[config.mk]
export PLATFORM = sky130hd
export DESIGN_NAME = hpp_port
export DESIGN_NICKNAME = d
export VERILOG_FILES = /design/src/design/hpp_pkg.sv /design/src/design/hpp_fifo.sv /design/src/design/hpp_port.sv
export VERILOG_INCLUDE_DIRS = /design/src /design/src/design
export SDC_FILE = /design/constraint.sdc
export NUM_CORES = 1
export LEC_CHECK = 0
export BUFFER_PORTS_ARGS = -buffer_cell sky130_fd_sc_hd__buf_2
export CAP_MARGIN = 40
export CORE_MARGIN = 2
export CORE_UTILIZATION = 45
export DETAILED_ROUTE_END_ITERATION = 8
export GPL_TIMING_DRIVEN = 1
export PLACE_DENSITY = 0.66
export SLEW_MARGIN = 30
export SYNTH_ARGS = -nofsm -noshare
export SYNTH_HDL_FRONTEND = slang
export SYNTH_HIERARCHICAL = 1
export SYNTH_SLANG_ARGS = --single-unit
[constraint.sdc]
create_clock -name sys_clk -period 11.2 [get_ports sys_clk]
set_clock_uncertainty 0.1 [all_clocks]
set_input_delay 0.56 -clock sys_clk [delete_from_list [all_inputs] [get_ports sys_clk]]
set_output_delay 0.56 -clock sys_clk [all_outputs]
set_load 0.1 [all_outputs]
[src/design/hpp_params.svh]
/*
  Constants for the handshaked parallel port: lane geometry, counter widths,
  reset levels of the handshake outputs and the default pattern rate.
  Assumes inclusion by name from the package and from hpp_port.
*/
`ifndef HPP_PARAMS_SVH
`define HPP_PARAMS_SVH

`define HPP_NPORTS    4
`define HPP_LANE_W    8
`define HPP_WORD_W    32
`define HPP_CNT_W     16
`define HPP_TOTAL_W   18
`define HPP_IDX_W     2
`define HPP_BUF_DEPTH 2
`define HPP_DIR_IN    1'b1
`define HPP_RATE_DEF  16'h0010
`define HPP_DATA_DEF  32'h00000000
`define HPP_ACK_IDLE  2'h0
`define HPP_ILF_IDLE  4'h0
`define HPP_OPF_IDLE  4'hF

`endif

[src/design/hpp_pkg.sv]
/*
  Types for the handshaked parallel port: styles, modes, controller states
  and the configuration record. Assumes the params header is on the path.
*/
`include "hpp_params.svh"

package hpp_pkg;

  typedef enum logic [0:0] {
    HPP_STY_REQACK = 1'b0,
    HPP_STY_STROBE = 1'b1
  } hpp_style_e;

  typedef enum logic [1:0] {
    HPP_MD_HSK     = 2'b00,
    HPP_MD_BURST   = 2'b01,
    HPP_MD_PATTERN = 2'b10
  } hpp_mode_e;

  typedef enum logic [1:0] {
    HPP_ST_IDLE = 2'b00,
    HPP_ST_RUN  = 2'b01,
    HPP_ST_HOLD = 2'b10
  } hpp_state_e;

  typedef struct packed {
    hpp_style_e                 style;
    hpp_mode_e                  mode;
    logic                       dir;
    logic                       buffered;
    logic [`HPP_NPORTS-1:0]     ports;
    logic [`HPP_IDX_W-1:0]      last;
    logic [`HPP_CNT_W-1:0]      count;
    logic [`HPP_CNT_W-1:0]      rate;
  } hpp_cfg_s;

endpackage : hpp_pkg

[src/design/hpp_fifo.sv]
/*
  Small first-in first-out buffer with valid/ready on both sides.
  Assumes one clock; flush empties it in one cycle.
*/
`timescale 1ns/1ps

module hpp_fifo
  import hpp_pkg::*;
#(
  parameter int W     = 32,
  parameter int DEPTH = 2
)(
  // clock and reset
  input  wire logic          sys_clk,
  input  wire logic          rst,
  input  wire logic          flush,
  // fill side
  input  wire logic          in_valid,
  input  wire logic [W-1:0]  in_data,
  output logic               in_ready,
  // drain side
  output logic               out_valid,
  output logic [W-1:0]       out_data,
  input  wire logic          out_ready
);

  localparam int AW = (DEPTH > 1) ? $clog2(DEPTH) : 1;
  localparam logic [AW:0]   FULL = (AW+1)'(DEPTH);
  localparam logic [AW-1:0] LAST = AW'(DEPTH - 1);

  logic [W-1:0]  mem [DEPTH];
  logic [AW-1:0] wr_ptr;
  logic [AW-1:0] rd_ptr;
  logic [AW:0]   cnt;

  wire push = in_valid & in_ready;
  wire pop  = out_valid & out_ready;
  wire [AW-1:0] next_wr = (wr_ptr == LAST) ? '0 : wr_ptr + 1'b1;
  wire [AW-1:0] next_rd = (rd_ptr == LAST) ? '0 : rd_ptr + 1'b1;

  assign in_ready  = (cnt != FULL);
  assign out_valid = (cnt != '0);
  assign out_data  = mem[rd_ptr];

  always_ff @(posedge sys_clk)
  begin
    if (push)
      mem[wr_ptr] <= in_data;
  end

  always_ff @(posedge sys_clk or posedge rst)
  begin
    if (rst)
    begin
      wr_ptr <= '0;
      rd_ptr <= '0;
      cnt    <= '0;
    end
    else if (flush)
    begin
      wr_ptr <= '0;
      rd_ptr <= '0;
      cnt    <= '0;
    end
    else
    begin
      if (push)
        wr_ptr <= next_wr;
      if (pop)
        rd_ptr <= next_rd;
      if (push && !pop)
        cnt <= cnt + 1'b1;
      else if (pop && !push)
        cnt <= cnt - 1'b1;
    end
  end

endmodule : hpp_fifo

[src/design/hpp_port.sv]
/*
  Handshaked parallel port controller: request/acknowledge style with
  burst and pattern modes, and strobe style with latched and pending flags.
  Assumes pin inputs synchronous to sys_clk; pin tristating done outside.
*/
`timescale 1ns/1ps
`include "hpp_params.svh"

module hpp_port
  import hpp_pkg::*;
#(
  parameter int NPORTS = `HPP_NPORTS,
  parameter int LANE_W = `HPP_LANE_W,
  parameter int DEPTH  = `HPP_BUF_DEPTH
)(
  // clock and reset
  input  wire logic                     sys_clk,
  input  wire logic                     rst,
  // configuration and control
  input  wire logic                     cfg_load,
  input  wire hpp_cfg_s                 cfg_in,
  input  wire logic                     start,
  // status
  output logic                          busy,
  output logic                          done,
  output logic                          cfg_err,
  output logic [`HPP_CNT_W-1:0]         xfer_count,
  output logic [`HPP_TOTAL_W-1:0]       word_total,
  // user read stream
  output logic [NPORTS*LANE_W-1:0]      rx_data,
  output logic                          rx_valid,
  input  wire logic                     rx_ready,
  // user write stream
  input  wire logic [NPORTS*LANE_W-1:0] tx_data,
  input  wire logic                     tx_valid,
  output logic                          tx_ready,
  // port data pins
  input  wire logic [NPORTS*LANE_W-1:0] pin_in,
  output logic [NPORTS*LANE_W-1:0]      pin_out,
  output logic [NPORTS*LANE_W-1:0]      pin_oe,
  // request/acknowledge line sets
  input  wire logic [1:0]               req_in,
  output logic [1:0]                    ack_out,
  output logic [1:0]                    pclk_out,
  // strobe style lines, one per port
  input  wire logic [NPORTS-1:0]        input_load_pulse_n,
  output logic [NPORTS-1:0]             input_latched_flag,
  output logic [NPORTS-1:0]             output_pending_flag_n,
  input  wire logic [NPORTS-1:0]        ack_in_n
);

  localparam int WW = NPORTS * LANE_W;

  // ---------------------------------------------------------------
  // configuration decode
  // ---------------------------------------------------------------
  hpp_cfg_s   cfg;
  hpp_state_e state;
  hpp_state_e next_state;

  logic [WW-1:0]            cap;
  logic                     req_q;
  logic                     stb_q;
  logic                     ackn_q;
  logic                     pclk_q;
  logic                     pending;
  logic [`HPP_CNT_W-1:0]    div;

  wire [WW-1:0]             lane_mask;
  wire [WW-1:0]             in_mask;
  wire [`HPP_TOTAL_W-1:0]   n_in;

  genvar p;
  generate
    for (p = 0; p < NPORTS; p++)
    begin : g_lane
      // every port of the group shares the one handshake event
      assign lane_mask[p*LANE_W +: LANE_W] = {LANE_W{cfg.ports[p]}};
      assign in_mask[p*LANE_W +: LANE_W]   = {LANE_W{cfg_in.ports[p]}};
    end
  endgenerate

  // three-port groups have no lane layout and are refused
  assign n_in = `HPP_TOTAL_W'(cfg_in.ports[0]) + `HPP_TOTAL_W'(cfg_in.ports[1])
              + `HPP_TOTAL_W'(cfg_in.ports[2]) + `HPP_TOTAL_W'(cfg_in.ports[3]);
  wire grp_ok   = ((n_in == 1) && !cfg_in.buffered) || (n_in == 2)
               || (n_in == 4);
  wire last_ok  = cfg_in.ports[cfg_in.last] || (cfg_in.style == HPP_STY_REQACK);
  wire next_err = !(grp_ok && last_ok);

  wire [`HPP_TOTAL_W-1:0] next_total = `HPP_TOTAL_W'(cfg_in.count) * n_in;

  // line set chosen from port membership alone
  wire hs_set = ~(cfg.ports[0] | cfg.ports[1]);
  wire [NPORTS-1:0] last_oh = NPORTS'(1) << cfg.last;

  wire is_in     = (cfg.dir == `HPP_DIR_IN);
  wire strobe    = (cfg.style == HPP_STY_STROBE);
  wire running   = (state == HPP_ST_RUN);
  wire holding   = (state == HPP_ST_HOLD);
  wire is_pat    = (cfg.mode == HPP_MD_PATTERN);
  wire is_burst  = (cfg.mode == HPP_MD_BURST);

  // ---------------------------------------------------------------
  // handshake event detection
  // ---------------------------------------------------------------
  wire req_sel  = req_in[hs_set];
  wire stb_sel  = input_load_pulse_n[cfg.last];
  wire ackn_sel = ack_in_n[cfg.last];
  wire req_rise = req_sel & ~req_q;
  wire stb_rise = stb_sel & ~stb_q;
  wire ack_fall = ~ackn_sel & ackn_q;

  // internal pacing: one tick every rate+1 cycles
  wire tick      = running & (div == cfg.rate);
  wire next_pclk = (running & is_burst & tick) ? ~pclk_q : pclk_q;
  wire burst_ev  = tick & ~pclk_q & req_sel;

  wire ra_ev = is_pat ? tick : (is_burst ? burst_ev : req_rise);
  wire ev    = running & (strobe ? (is_in & stb_rise) : ra_ev);

  // ---------------------------------------------------------------
  // buffers
  // ---------------------------------------------------------------
  wire          rx_in_ready;
  wire          tx_out_valid;
  wire [WW-1:0] tx_out_data;

  // one event waits here while the buffer is stalled; further events in that time merge into the one pending bit
  wire serve_rx    = running & is_in & pending & rx_in_ready;
  wire serve_tx_ra = running & ~is_in & ~strobe & pending & tx_out_valid;
  wire serve_tx_st = running & ~is_in & strobe & tx_out_valid;
  wire pop_tx      = serve_tx_ra | serve_tx_st;
  wire rx_fire     = rx_valid & rx_ready;

  wire [WW-1:0] push_data = strobe ? cap : (pin_in & lane_mask);

  hpp_fifo #(
    .W     (WW),
    .DEPTH (DEPTH)
  ) u_rx_buf (
    .sys_clk   (sys_clk),
    .rst       (rst),
    .flush     (cfg_load),
    .in_valid  (serve_rx),
    .in_data   (push_data),
    .in_ready  (rx_in_ready),
    .out_valid (rx_valid),
    .out_data  (rx_data),
    .out_ready (rx_ready)
  );

  hpp_fifo #(
    .W     (WW),
    .DEPTH (DEPTH)
  ) u_tx_buf (
    .sys_clk   (sys_clk),
    .rst       (rst),
    .flush     (cfg_load),
    .in_valid  (tx_valid),
    .in_data   (tx_data),
    .in_ready  (tx_ready),
    .out_valid (tx_out_valid),
    .out_data  (tx_out_data),
    .out_ready (pop_tx)
  );

  // ---------------------------------------------------------------
  // transfer counting and sequencing
  // ---------------------------------------------------------------
  wire xfer_inc = serve_rx | serve_tx_ra | (holding & ack_fall);
  wire [`HPP_CNT_W-1:0] next_xfer = xfer_count + 1'b1;
  wire fin = xfer_inc & (next_xfer >= cfg.count);
  wire next_pending = ev | (pending & ~(serve_rx | serve_tx_ra));

  always_comb
  begin
    next_state = state;
    case (state)
      HPP_ST_IDLE:
        if (start && !cfg_err)
          next_state = HPP_ST_RUN;
      HPP_ST_RUN:
        if (serve_tx_st)
          next_state = HPP_ST_HOLD;
        else if (fin)
          next_state = HPP_ST_IDLE;
      HPP_ST_HOLD:
        if (ack_fall)
          next_state = fin ? HPP_ST_IDLE : HPP_ST_RUN;
      default:
        next_state = HPP_ST_IDLE;
    endcase
    if (cfg_load)
      next_state = HPP_ST_IDLE;
  end

  // answer pulse on the chosen set only, never in pattern mode
  wire       ack_go   = (serve_rx | serve_tx_ra) & ~strobe & ~is_pat;
  wire [1:0] set_oh   = hs_set ? 2'b10 : 2'b01;
  wire [1:0] next_ack = ack_go ? set_oh : `HPP_ACK_IDLE;
  wire [1:0] next_pco = (running & is_burst & next_pclk) ? set_oh : 2'b00;

  // latched flag stays up until the user drains a word; a new capture wins
  wire ilf_keep = serve_rx | (|input_latched_flag & ~rx_fire);
  wire [NPORTS-1:0] next_ilf = (strobe & is_in & ilf_keep) ? last_oh
                             : `HPP_ILF_IDLE;
  wire opf_on = serve_tx_st | (holding & ~ack_fall);
  wire [NPORTS-1:0] next_opf_n = opf_on ? ~last_oh : `HPP_OPF_IDLE;

  // ---------------------------------------------------------------
  // registers
  // ---------------------------------------------------------------
  always_ff @(posedge sys_clk or posedge rst)
  begin
    if (rst)
    begin
      cfg     <= '{style: HPP_STY_REQACK, mode: HPP_MD_HSK, dir: `HPP_DIR_IN,
                   buffered: 1'b0, ports: '0, last: '0, count: '0,
                   rate: `HPP_RATE_DEF};
      cfg_err    <= 1'b1;
      word_total <= '0;
      state      <= HPP_ST_IDLE;
      xfer_count <= '0;
      pending    <= 1'b0;
      div        <= '0;
      pclk_q     <= 1'b0;
    end
    else
    begin
      if (cfg_load)
      begin
        cfg        <= cfg_in;
        cfg_err    <= next_err;
        word_total <= next_total;
      end
      state      <= next_state;
      pending    <= (cfg_load || !running) ? 1'b0 : next_pending;
      div        <= (tick || !running) ? '0 : div + 1'b1;
      pclk_q     <= running ? next_pclk : 1'b0;
      if (cfg_load || (state == HPP_ST_IDLE && start))
        xfer_count <= '0;
      else if (xfer_inc)
        xfer_count <= next_xfer;
    end
  end

  always_ff @(posedge sys_clk or posedge rst)
  begin
    if (rst)
    begin
      req_q  <= 1'b0;
      stb_q  <= 1'b1;
      ackn_q <= 1'b1;
      cap    <= '0;
    end
    else
    begin
      req_q  <= req_sel;
      stb_q  <= stb_sel;
      ackn_q <= ackn_sel;
      if (!stb_sel)
        cap <= pin_in & lane_mask;
    end
  end

  // outputs come back to their idle levels on reset and on every reconfigure, except pin_oe, which a reconfigure sets to the lanes of an accepted output group
  always_ff @(posedge sys_clk or posedge rst)
  begin
    if (rst)
    begin
      pin_out               <= `HPP_DATA_DEF;
      pin_oe                <= '0;
      ack_out               <= `HPP_ACK_IDLE;
      pclk_out              <= 2'b00;
      input_latched_flag    <= `HPP_ILF_IDLE;
      output_pending_flag_n <= `HPP_OPF_IDLE;
      busy                  <= 1'b0;
      done                  <= 1'b0;
    end
    else if (cfg_load)
    begin
      pin_out               <= `HPP_DATA_DEF;
      pin_oe                <= (cfg_in.dir == `HPP_DIR_IN || next_err) ? '0 : in_mask;
      ack_out               <= `HPP_ACK_IDLE;
      pclk_out              <= 2'b00;
      input_latched_flag    <= `HPP_ILF_IDLE;
      output_pending_flag_n <= `HPP_OPF_IDLE;
      busy                  <= 1'b0;
      done                  <= 1'b0;
    end
    else
    begin
      if (pop_tx)
        pin_out <= tx_out_data & lane_mask;
      ack_out               <= next_ack;
      pclk_out              <= next_pco;
      input_latched_flag    <= next_ilf;
      output_pending_flag_n <= next_opf_n;
      busy                  <= (next_state != HPP_ST_IDLE);
      done                  <= fin;
    end
  end
endmodule : hpp_port

==> flow_metrics.tcl, run 1 <==
set metrics [dict create \
    ys_seq_area_share_pct 55.57 \
    dieArea_mm2 0.03593 \
    syn_area_mm2 0.01549 \
    yosysWarnings 6 \
    clkTransAtPathRegs_ns 0.06 \
    syn_nets 1524 \
    grt_max_degree 112 \
    gp_congestion 0.8132 \
    p_leak_uw 0.008227 \
    cts_root_buffer "clkbuf_16" \
    clockPowerShare_pct 36.2 \
    sw_frac_of_total_pct 32.99 \
    status "complete, no violations" \
    cts.path.max_buffers 3 \
    fill_cells 2972 \
    dpl.hpwl_um 24320 \
    wire_per_inst_um 17.17 \
    crit_type "primary input to flop" \
    pwr-share-comb_pct 22.5 \
    ys_ff_latch 318 \
    cp-end-kind "flop" \
    grt_overflow_total 0 \
    critPathSlowestCell "a221oi_1" \
    area_growth_pct 17.98 \
    groute.usage.overall_pct 19.60 \
    multi_input_area_mm2 0.006042 \
    ff_latch_area_mm2 0.008613 \
    dr.first_iter.drc_count 580 \
    p_seq_share_pct 41.3 \
    clock.fmax_mhz 210.4 \
    core-area_mm2 0.03370 \
    syn_inst 1333 \
    clk_latency_ns 0.52 \
    startpoint_type "primary input" \
    first_pass_iters 5 \
    cts_buffers 36 \
    synth_top_area_share_pct 29.23 \
    wirelength_um 35100 \
    h-tree-depth 2 \
    path_max_fanout 18 \
    cts_sinks 318 \
    slew_headroom_pct 46.78 \
    io_pins 270 \
    fin_util_pct 54.24 \
    drive_gt1_share_pct 25.69 \
    num_rows 67 \
    place.port_buffers 269 \
    via_per_inst 5.182 \
    ys.flop_type "dfrtp_1" \
    hp-class "primary input to flop" \
    antenna_left 0 \
    num_vias 10590 \
    start_util_pct 45.98 \
    rsz0062_at_grt "no" \
    hold_violations 0 \
    synth.most_common_cell "dfrtp_1" \
    fin_nets 1751 \
    crit_family "adder cells" \
    die_w_um 189.6 \
    synth_top_area_cell "dfrtp_1" \
    setup_viol 0 \
    fin_tns_setup_ns 0 \
    maxSlewViolCount 0 \
    intPower_uw 2241 \
    synth_area_leaders "dfrtp_1, edfxtp_1, ha_1" \
    grt_pass1_vias 10640 \
    worst-endpoint-arrival_ns 5.04 \
    synthDistinctLibCells 70 \
    worstPathCellList "buf_2 -> fa_1 -> ha_1 -> ha_1 -> and2_1 -> ha_1 -> inv_1 -> fa_1 -> inv_1 -> fa_1 -> a211oi_1 -> o211ai_1 -> a221oi_1 -> xnor2_1 -> mux2_2" \
    avgSynthCellArea_um2 11.62 \
    cpPeakStageDelay_ns 0.68 \
    dieHeight_um 189.6 \
    tritoncts "built" \
    fin_crit_ns 4.752 \
    synth-edff-count 128 \
    ir_drop_uv 167.1 \
    p_switching_uw 1103 \
    path_buf_inv 3 \
    tightest_slew_ns 0.7954 \
    antenna_found_initial 8 \
    p_per_area_mw_per_mm2 183.0 \
    synthTopCellsByCount "dfrtp_1, nand2_1, edfxtp_1, o21ai_0, inv_1" \
    grt_pass1_wl_um 56230 \
    maxCapViolCount 0 \
    period_share_pct 42.43 \
    synth-async-reset-ratio_pct 59.75 \
    required_ns 11.49 \
    remaining_drc_errors 0 \
]
## per-stage QoR
stage          power [µW]  setup WS (ns)  hold WS (ns)  std cells  cell area, µm²
2_1_floorplan        2004          5.611        0.2261       1333           15490
3_3_place_gp         2144          6.025        0.3622       1965           16930
3_5_place_dp         2160          5.957        0.3692       1967           16990
4_1_cts              3382          6.436        0.1178       2034           18230
5_1_grt              3498          6.159        0.1161       2041           18270
6_report             3345          6.448        0.1364       2044           18280
## worst register-to-register path, cell delays in order, from the launching register on
cell and delay [ns]:
dfrtp_1 0.46, ha_1 0.24, nand3_1 0.21, nor3_1 0.66
nand3_1 0.18, xnor2_1 0.22, ha_1 0.26, nand2_1 0.08
o21ai_0 0.08, a221oi_1 0.33, o21ai_0 0.12, nor3b_1 0.17
## cells by family (layout without fill, tap and decap cells)
| family | count (synthesis) | count (layout) | share of synthesized area, % |
|---|---|---|---|
| compound gates | 233 | 233 | 9.537 |
| xor+xnor | 69 | 69 | 3.901 |
| fa+ha+maj | 68 | 68 | 6.218 |
| buf+inv | 176 | 431 | 5.524 |
| flops | 318 | 318 | 55.57 |
| mux | 105 | 105 | 7.825 |
| other cells | 0 | 8 | 0 |
| simple gates | 364 | 364 | 11.43 |
## state kept, by name, indices dropped and copies added, names as in the netlist, 2 cells and up
name                   cells
pin_oe                     4
word_total                18
cfg                       40
cap                       32
xfer_count                16
pclk_out                   2
ack_out                    2
state                      2
u_rx_buf/cnt               2
pin_out                   32
u_tx_buf/cnt               2
div                       16
u_tx_buf/mem              64
output_pending_flag_n      4
u_rx_buf/mem              64
input_latched_flag         4
## worst paths after layout
kind                                start                  to  depth (start not counted)  slack [ns]
setup / recovery               cfg_in[37]      word_total[12]                         15        6.45
hold / removal                 tx_data[9]  u_tx_buf/mem[0][9]                          1        0.14
setup reg to reg            xfer_count[0]                done                         11        7.93
hold reg to reg            word_total[13]      word_total[13]                          2        0.38
max in group asynchronous             rst      word_total[13]                          4        9.50
min in group asynchronous             rst     u_tx_buf/cnt[0]                          3        0.50
## routing by layer
layer | vias up | share of wire (%) | GRT usage (%) | routed length, µm
met4 | 2 | 2.1 | 5.158 | 725
li1 | 5103 | - | - | -
met1 | 5173 | 43 | 25.78 | 15260
met5 | - | 0.037 | 0 | 13
met3 | 52 | 6.1 | 4.095 | 2130
met2 | 262 | 48 | 33.16 | 16980
## timing repair
item | CTS | global route
endpoints found under the hold margin | 8 | 0
hold buffers | 1 | 0
gates resized for setup | 0 | 0
setup buffers | 0 | 0
## power by group through the flow
stage          clock network, µW  logic (µW)  registers [µW]
6_report                    1210         751            1380
2_1_floorplan                  0         392            1610
5_1_grt                     1290         816            1400
3_3_place_gp                   0         743            1400
3_5_place_dp                   0         755            1410
4_1_cts                     1240         759            1380
## placed cells by master, fill, tap and decap left out, types with 41 or more instances in the layout
master / synthesis / final
o21ai_0: 103 / 103
inv_1: 82 / 81
mux2_1: 58 / 58
buf_2: 7 / 268
dfrtp_1: 181 / 180
edfxtp_1: 128 / 128
mux2_2: 41 / 41
nor2_1: 57 / 56
ha_1: 53 / 53
nand2_1: 165 / 165
## final cells by class
type / count / share of cell area (%)
clock inverter: 18 / 1.109
multi-input combinational: 839 / 33.05
timing repair buffer: 283 / 8.193
antenna: 8 / 0.1095
sequential: 318 / 47.12
inverter: 82 / 1.725
tap: 448 / 3.066
clock buffer: 48 / 5.626
Power figures use the tool's default switching activity.
==> inputs of run 2 (changes only) <==
--- a/config.mk
+++ b/config.mk
@@ -6,13 +6,14 @@
 export SDC_FILE = /design/constraint.sdc
 export NUM_CORES = 1
 export LEC_CHECK = 0
+export ABC_AREA = 1
 export BUFFER_PORTS_ARGS = -buffer_cell sky130_fd_sc_hd__buf_2
 export CAP_MARGIN = 40
 export CORE_MARGIN = 2
 export CORE_UTILIZATION = 45
 export DETAILED_ROUTE_END_ITERATION = 8
 export GPL_TIMING_DRIVEN = 1
-export PLACE_DENSITY = 0.66
+export PLACE_DENSITY = 0.69
 export SLEW_MARGIN = 30
 export SYNTH_ARGS = -nofsm -noshare
 export SYNTH_HDL_FRONTEND = slang
==> constraint.sdc (replaced) <==
create_clock -name sys_clk -period 4.3 [get_ports sys_clk]
set_clock_uncertainty 0.1 [all_clocks]
set_input_delay 0.215 -clock sys_clk [delete_from_list [all_inputs] [get_ports sys_clk]]
set_output_delay 0.215 -clock sys_clk [all_outputs]
set_load 0.1 [all_outputs]
==> run 2 against run 1 <==
Effect of this change: via count is 19% higher; synthesized cell count grew 24%; global-route usage is 2.3 points higher; design area grew 8.8%; register-to-register slack got worse by 6.9 ns; clock power up 140%; hold slack worse by 0.12 ns; sequential power grew to 2.6 times the previous value; total power rose to 2.6 times the previous value; synthesized area up 3.0%; critical path type unchanged; largest cell class unchanged; largest power group unchanged.
==> flow_metrics.tcl, run 2 <==
set metrics [dict create \
    fin_tns_setup_ns 0 \
    avgSynthCellArea_um2 9.659 \
    hold_path_end "cfg[8]" \
    dieHeight_um 192.3 \
    via_per_inst 5.045 \
    p_leak_uw 0.009469 \
    antenna_found_initial 2 \
    dpl.hpwl_um 28200 \
    antenna_left 0 \
    wirelength_um 40470 \
    core-area_mm2 0.03471 \
    rr_worst_depth 17 \
    area_growth_pct 24.61 \
    drive_gt1_share_pct 23.49 \
    tightest_slew_ns 0.8017 \
    fill_cells 2977 \
    dr.first_iter.drc_count 694 \
    first_pass_iters 5 \
    status "complete, no violations" \
    tritoncts "built" \
    dieArea_mm2 0.03698 \
    cts_root_buffer "clkbuf_16" \
    ir_drop_uv 770.9 \
    synthTopCellsByCount "nand2_1, inv_1, dfrtp_1, edfxtp_1, o21ai_0" \
    grt_pass1_wl_um 63300 \
    yosysWarnings 6 \
    synth_area_leaders "dfrtp_1, edfxtp_1, nand2_1" \
    ys.flop_type "dfrtp_1" \
    timing.hold.ws_ns 0.02048 \
    synthDistinctLibCells 57 \
    groute.usage.overall_pct 21.86 \
    syn_inst 1652 \
    synth.most_common_cell "nand2_1" \
    synth-edff-count 128 \
    maxCapViolCount 0 \
    cts.path.max_buffers 3 \
    clk_latency_ns 0.52 \
    num_rows 68 \
    io_pins 270 \
    top_regs "u_rx_buf/mem: 64 flops, u_tx_buf/mem: 64 flops, cfg: 40 flops" \
    synth_top_area_share_pct 28.39 \
    num_vias 12550 \
    fin_ws_ns 0.3232 \
    rsz0062_at_grt "no" \
    clock.fmax_mhz 251.5 \
    worst-endpoint-arrival_ns 4.29 \
    syn_nets 1843 \
    synth_top_area_cell "dfrtp_1" \
    hp-class "primary input to flop" \
    ys_seq_area_share_pct 53.96 \
    setup_viol 0 \
    grt_max_degree 127 \
    grt_pass1_vias 12440 \
    cp-end-kind "flop" \
    slew_headroom_pct 46.35 \
    final_cell_mix "nand2_1, buf_2, inv_1" \
    syn_area_mm2 0.01596 \
    maxSlewViolCount 0 \
    fin_crit_ns 3.977 \
    start_util_pct 45.97 \
    place.port_buffers 269 \
    crit_type "primary input to flop" \
    period_share_pct 92.48 \
    worst-r2r-setup-slack_ns 1.04 \
    min_path_cells 3 \
    h-tree-depth 2 \
    fin_nets 2195 \
    synth-async-reset-ratio_pct 59.75 \
    ys_ff_latch 318 \
    cts_buffers 36 \
    grt_overflow_total 0 \
    remaining_drc_errors 0 \
    startpoint_type "primary input" \
    layout_commonest_cell "nand2_1" \
    hold_violations 0 \
    r2r-start "xfer_count[0]" \
    cts_sinks 318 \
    cts_setup_buffers 0 \
    wire_per_inst_um 16.27 \
    path_max_fanout 18 \
    clkTransAtPathRegs_ns 0.06 \
    gp_congestion 0.8456 \
    r2r-end "busy" \
    die_w_um 192.3 \
    required_ns 4.61 \
    hold_start "cfg_load" \
    p_per_area_mw_per_mm2 431.9 \
    dp_slack_ns 0.08885 \
]
-- run 2: cells by family (layout without fill, tap and decap cells) --
family                   count (synthesis)  count (layout)  share of synthesized area (%)
AND/OR/NAND/NOR                        623             623                          16.92
buffers and inverters                  327             706                          8.876
flip-flops                             318             318                          53.96
AO/OA/AOI/OAI                          217             217                          7.771
adder cells (fa/ha/maj)                 68              68                          6.038
multiplexers                            64              64                          4.517
XOR/XNOR                                35              35                          1.921
other                                    0               2                              0
-- run 2: critical path, stage by stage --
cell	delay, ns
dlygate4sd3_1	0.54
buf_2	0.15
fa_1	0.48
ha_1	0.22
ha_4	0.30
nand2_1	0.09
inv_1	0.04
ha_1	0.27
inv_1	0.06
fa_1	0.55
inv_1	0.05
ha_1	0.37
a21oi_1	0.21
o21ai_0	0.15
a21oi_1	0.22
inv_1	0.07
nand3_1	0.10
nand3_1	0.08
nand3_1	0.08
nand2_1	0.06
-- run 2: final cells by class --
| class | instances | area [µm²] | share of cell area (%) |
|---|---|---|---|
| flip-flops and latches | 318 | 8611 | 43.30 |
| multi-input cells | 1007 | 5968 | 30.02 |
| repair buffers | 396 | 2665 | 13.40 |
| clock buffers | 48 | 985.9 | 4.958 |
| inverters | 245 | 933.4 | 4.694 |
| well taps | 455 | 569.3 | 2.863 |
| clock inverters | 17 | 146.4 | 0.7362 |
| diodes | 2 | 5.005 | 0.02517 |
-- run 2: worst max path at each step --
| stage | slack (ns) | from | cells after the start | endpoint |
|---|---|---|---|---|
| detailed placement | 0.09 | cfg_in[34] | 19 | word_total[16] |
| CTS | 0.09 | cfg_in[34] | 20 | word_total[16] |
| global route | 0.02 | cfg_in[34] | 20 | word_total[16] |
| floorplan | 0.53 | cfg_in[34] | 19 | word_total[11] |
| global placement | 0.21 | cfg_in[34] | 18 | word_total[11] |
| finish | 0.32 | cfg_in[34] | 20 | word_total[16] |
-- run 2: report_power, final --
group / internal (µW) / switching [µW] / total, µW / leakage [µW]
combinational: 530 / 1560 / 2090 / 0.00525
sequential: 3380 / 153 / 3540 / 0.00366
clock: 1740 / 1230 / 2960 / 0.000557
-- run 2: what timing repair did --
item | CTS | global route
endpoints found under the hold margin | 328 | 0
gates resized for setup | 0 | 2
setup endpoints to repair | 0 | 7
hold buffers | 113 | 0
-- run 2: routing by layer --
metal / vias up / share of wire [%] / GRT usage [%] / wire length, µm
li1: 6065 / - / - / -
met1: 6032 / 44 / 28.82 / 17650
met2: 384 / 48 / 36.91 / 19500
met3: 71 / 5.6 / 3.255 / 2267
met5: - / 0 / 0 / 0
met4: 0 / 2.6 / 7.575 / 1059
-- run 2: through the flow --
step           instance area [µm²]  util (%)  power, µW  instances
2_1_floorplan                15960         -       5155       1652
3_3_place_gp                 17500     50.41       5545       2303
3_5_place_dp                 17600     50.71       5592       2308
4_1_cts                      19870     57.23       8653       2486
5_1_grt                      19880     57.28       8957       2488
6_report                     19880     57.28       8588       2488
==> inputs of run 3 (changes only) <==
--- a/config.mk
+++ b/config.mk
@@ -13,7 +13,7 @@
 export CORE_UTILIZATION = 45
 export DETAILED_ROUTE_END_ITERATION = 8
 export GPL_TIMING_DRIVEN = 1
-export PLACE_DENSITY = 0.69
+export PLACE_DENSITY = 0.66
 export SLEW_MARGIN = 30
 export SYNTH_ARGS = -nofsm -noshare
 export SYNTH_HDL_FRONTEND = slang
==> constraint.sdc (replaced) <==
create_clock -name sys_clk -period 4.1 [get_ports sys_clk]
set_clock_uncertainty 0.1 [all_clocks]
set_input_delay 0.205 -clock sys_clk [delete_from_list [all_inputs] [get_ports sys_clk]]
set_output_delay 0.205 -clock sys_clk [all_outputs]
set_load 0.1 [all_outputs]
==> run 3 against run 2 <==
Effect of this change: wire length is 2.9% lower; design area rose by 0.92%; global-route usage shrank 0.36 points; hold slack worse by 0.0045 ns; sequential power up 5%; utilization increased by 0.53 points; sequential share of layout area shrank 0.40 points; non-clock buffer count increased by 2; combinational power rose by 5%; largest cell class unchanged; highest routed layer unchanged.
==> flow_metrics.tcl, run 3 (synthesized netlist as in run 2, its figures left out) <==
set metrics [dict create \
    status "complete, no violations" \
    grt_pass1_wl_um 62890 \
    pwr-share-comb_pct 23.7 \
    fill_cells 3004 \
    cts_sinks 318 \
    required_ns 4.43 \
    grt_overflow_total 0 \
    cts_setup_buffers 0 \
    area_growth_pct 25.77 \
    intPower_uw 6150 \
    hp-class "primary input to flop" \
    h-tree-depth 2 \
    top_regs "u_rx_buf/mem: 64 flops, u_tx_buf/mem: 64 flops, cfg: 40 flops" \
    via_per_inst 4.964 \
    ir_drop_uv 662.2 \
    maxCapViolCount 0 \
    final_cell_mix "nand2_1, buf_2, inv_1" \
    p_seq_share_pct 39.9 \
    cts.path.max_buffers 3 \
    wire_per_inst_um 15.77 \
    hold_violations 0 \
    path_max_fanout 16 \
    dr.first_iter.drc_count 800 \
    p_switching_uw 3102 \
    die_w_um 192.3 \
    placed_area_mm2 0.01765 \
    rsz0062_at_grt "no" \
    layout_commonest_cell "nand2_1" \
    fin_crit_ns 3.894 \
    maxSlewViolCount 0 \
    dieHeight_um 192.3 \
    crit_family "adder cells" \
    grt_max_degree 122 \
    tightest_slew_ns 0.7674 \
    clockPowerShare_pct 36.3 \
    num_rows 68 \
    cpPeakStageDelay_ns 0.53 \
    worst-endpoint-arrival_ns 4.22 \
    p_leak_uw 0.009550 \
    setup_viol 0 \
    clk_latency_ns 0.53 \
    cts_root_buffer "clkbuf_16" \
    p_per_area_mw_per_mm2 461.1 \
    path_buf_inv 6 \
    gp_congestion 0.8833 \
    fin_tns_setup_ns 0 \
    slew_headroom_pct 48.65 \
    tritoncts "built" \
    io_pins 270 \
    core-area_mm2 0.03471 \
    critPathSlowestCell "dlygate4sd3_1" \
    dieArea_mm2 0.03698 \
    antenna_found_initial 3 \
    clkTransAtPathRegs_ns 0.06 \
    remaining_drc_errors 0 \
    wirelength_um 39310 \
    startpoint_type "primary input" \
    sw_frac_of_total_pct 33.53 \
    clock.fmax_mhz 256.8 \
    worstPathCellList "dlygate4sd3_1 -> buf_2 -> fa_1 -> ha_1 -> ha_4 -> nand2_1 -> inv_1 -> ha_1 -> inv_1 -> fa_1 -> inv_1 -> ha_1 -> a21oi_1 -> o21ai_0 -> a21oi_1 -> inv_1 -> nand3_1 -> nand3_1 -> nand3_1 -> nand2_1" \
    fin_nets 2198 \
    dpl.hpwl_um 27580 \
    start_util_pct 45.97 \
    path_common_cell "inv_1" \
    grt_pass1_vias 12350 \
    first_pass_iters 6 \
    worst-r2r-setup-slack_ns 0.80 \
    period_share_pct 94.98 \
    cp-end-kind "flop" \
    cts_buffers 37 \
    groute.usage.overall_pct 21.51 \
    fin_util_pct 57.81 \
    crit_type "primary input to flop" \
    drive_gt1_share_pct 23.83 \
    antenna_left 0 \
    place.port_buffers 269 \
    num_vias 12380 \
    fin_area_mm2 0.02007 \
]
-- run 3: cell count changes in the layout (fill, tap and decap cells not counted), sizes merged --
cell         previous run  this run
dlygate4sd3           113       114
diode                   2         3
bufinv                  2         4
buf                   283       284
clkinv                 14        13
clkinvlp                2         3
-- run 3: worst paths after layout --
check | start | endpoint | cells after the start
setup / recovery | cfg_in[35] | word_total[16] | 20
hold / removal | cfg_in[33] | cfg[33] | 3
setup reg to reg | xfer_count[0] | busy | 17
hold reg to reg | u_rx_buf/rd_ptr | u_rx_buf/rd_ptr | 1
max in group asynchronous | rst | xfer_count[12] | 4
min in group asynchronous | rst | u_rx_buf/wr_ptr | 3
-- run 3: final cells by class --
type | instances | area, µm² | area share, %
Timing Repair Buffer | 398 | 2718 | 13.54
Tap cell | 455 | 569.3 | 2.837
Clock inverter | 19 | 227.7 | 1.135
Clock buffer | 48 | 1028 | 5.125
Sequential cell | 318 | 8611 | 42.91
Inverter | 245 | 933.4 | 4.651
Multi-Input combinational cell | 1007 | 5973 | 29.76
Antenna cell | 3 | 7.507 | 0.03741
-- run 3: timing repair --
item                       in CTS  in global routing
setup endpoints to repair       0                 10
resized for setup               0                  2
hold endpoints to repair      203                  0
hold buffers                  114                  0
-- run 3: power groups by stage --
stage               logic, µW  registers (µW)  clock network (µW)
floorplan                1220            4190                   0
global placement         2060            3750                   0
detailed placement       2110            3750                   0
CTS                      2200            3690                3440
global route             2370            3720                3570
finish                   2190            3700                3360
-- run 3: worst reg2reg max path, cell delays in order (launching register included) --
cell,delay (ns)
dfrtp_1,0.44
ha_1,0.23
nand3_1,0.18
nor3_2,0.29
nand3_1,0.14
nor2_1,0.16
xor2_1,0.25
inv_1,0.08
ha_1,0.29
nand4_1,0.11
nor3_1,0.31
nand3_1,0.13
nand3_1,0.13
nand2_1,0.09
nand2_1,0.07
nand2_1,0.05
nand2_1,0.07
nand2_1,0.06
-- run 3: per-layer routing --
layer | global-route usage, % | vias up | wire length (µm)
met1 | 28.96 | 5893 | 17870
li1 | - | 6087 | -
met3 | 3.637 | 51 | 2164
met5 | 0 | - | 0
met2 | 35.85 | 344 | 18420
met4 | 6.283 | 0 | 863
-- run 3: through the flow --
step           hold WS [ns]  total power [µW]  cells  setup WS [ns]
6_report            0.01601              9253   2493         0.2060
5_1_grt             0.05324              9662   2493        0.01699
4_1_cts            0.003069              9337   2490        0.01000
3_5_place_dp        0.04781              5857   2309       -0.05543
3_3_place_gp        0.05110              5809   2304        0.07158
2_1_floorplan       -0.1289              5406   1652         0.3413
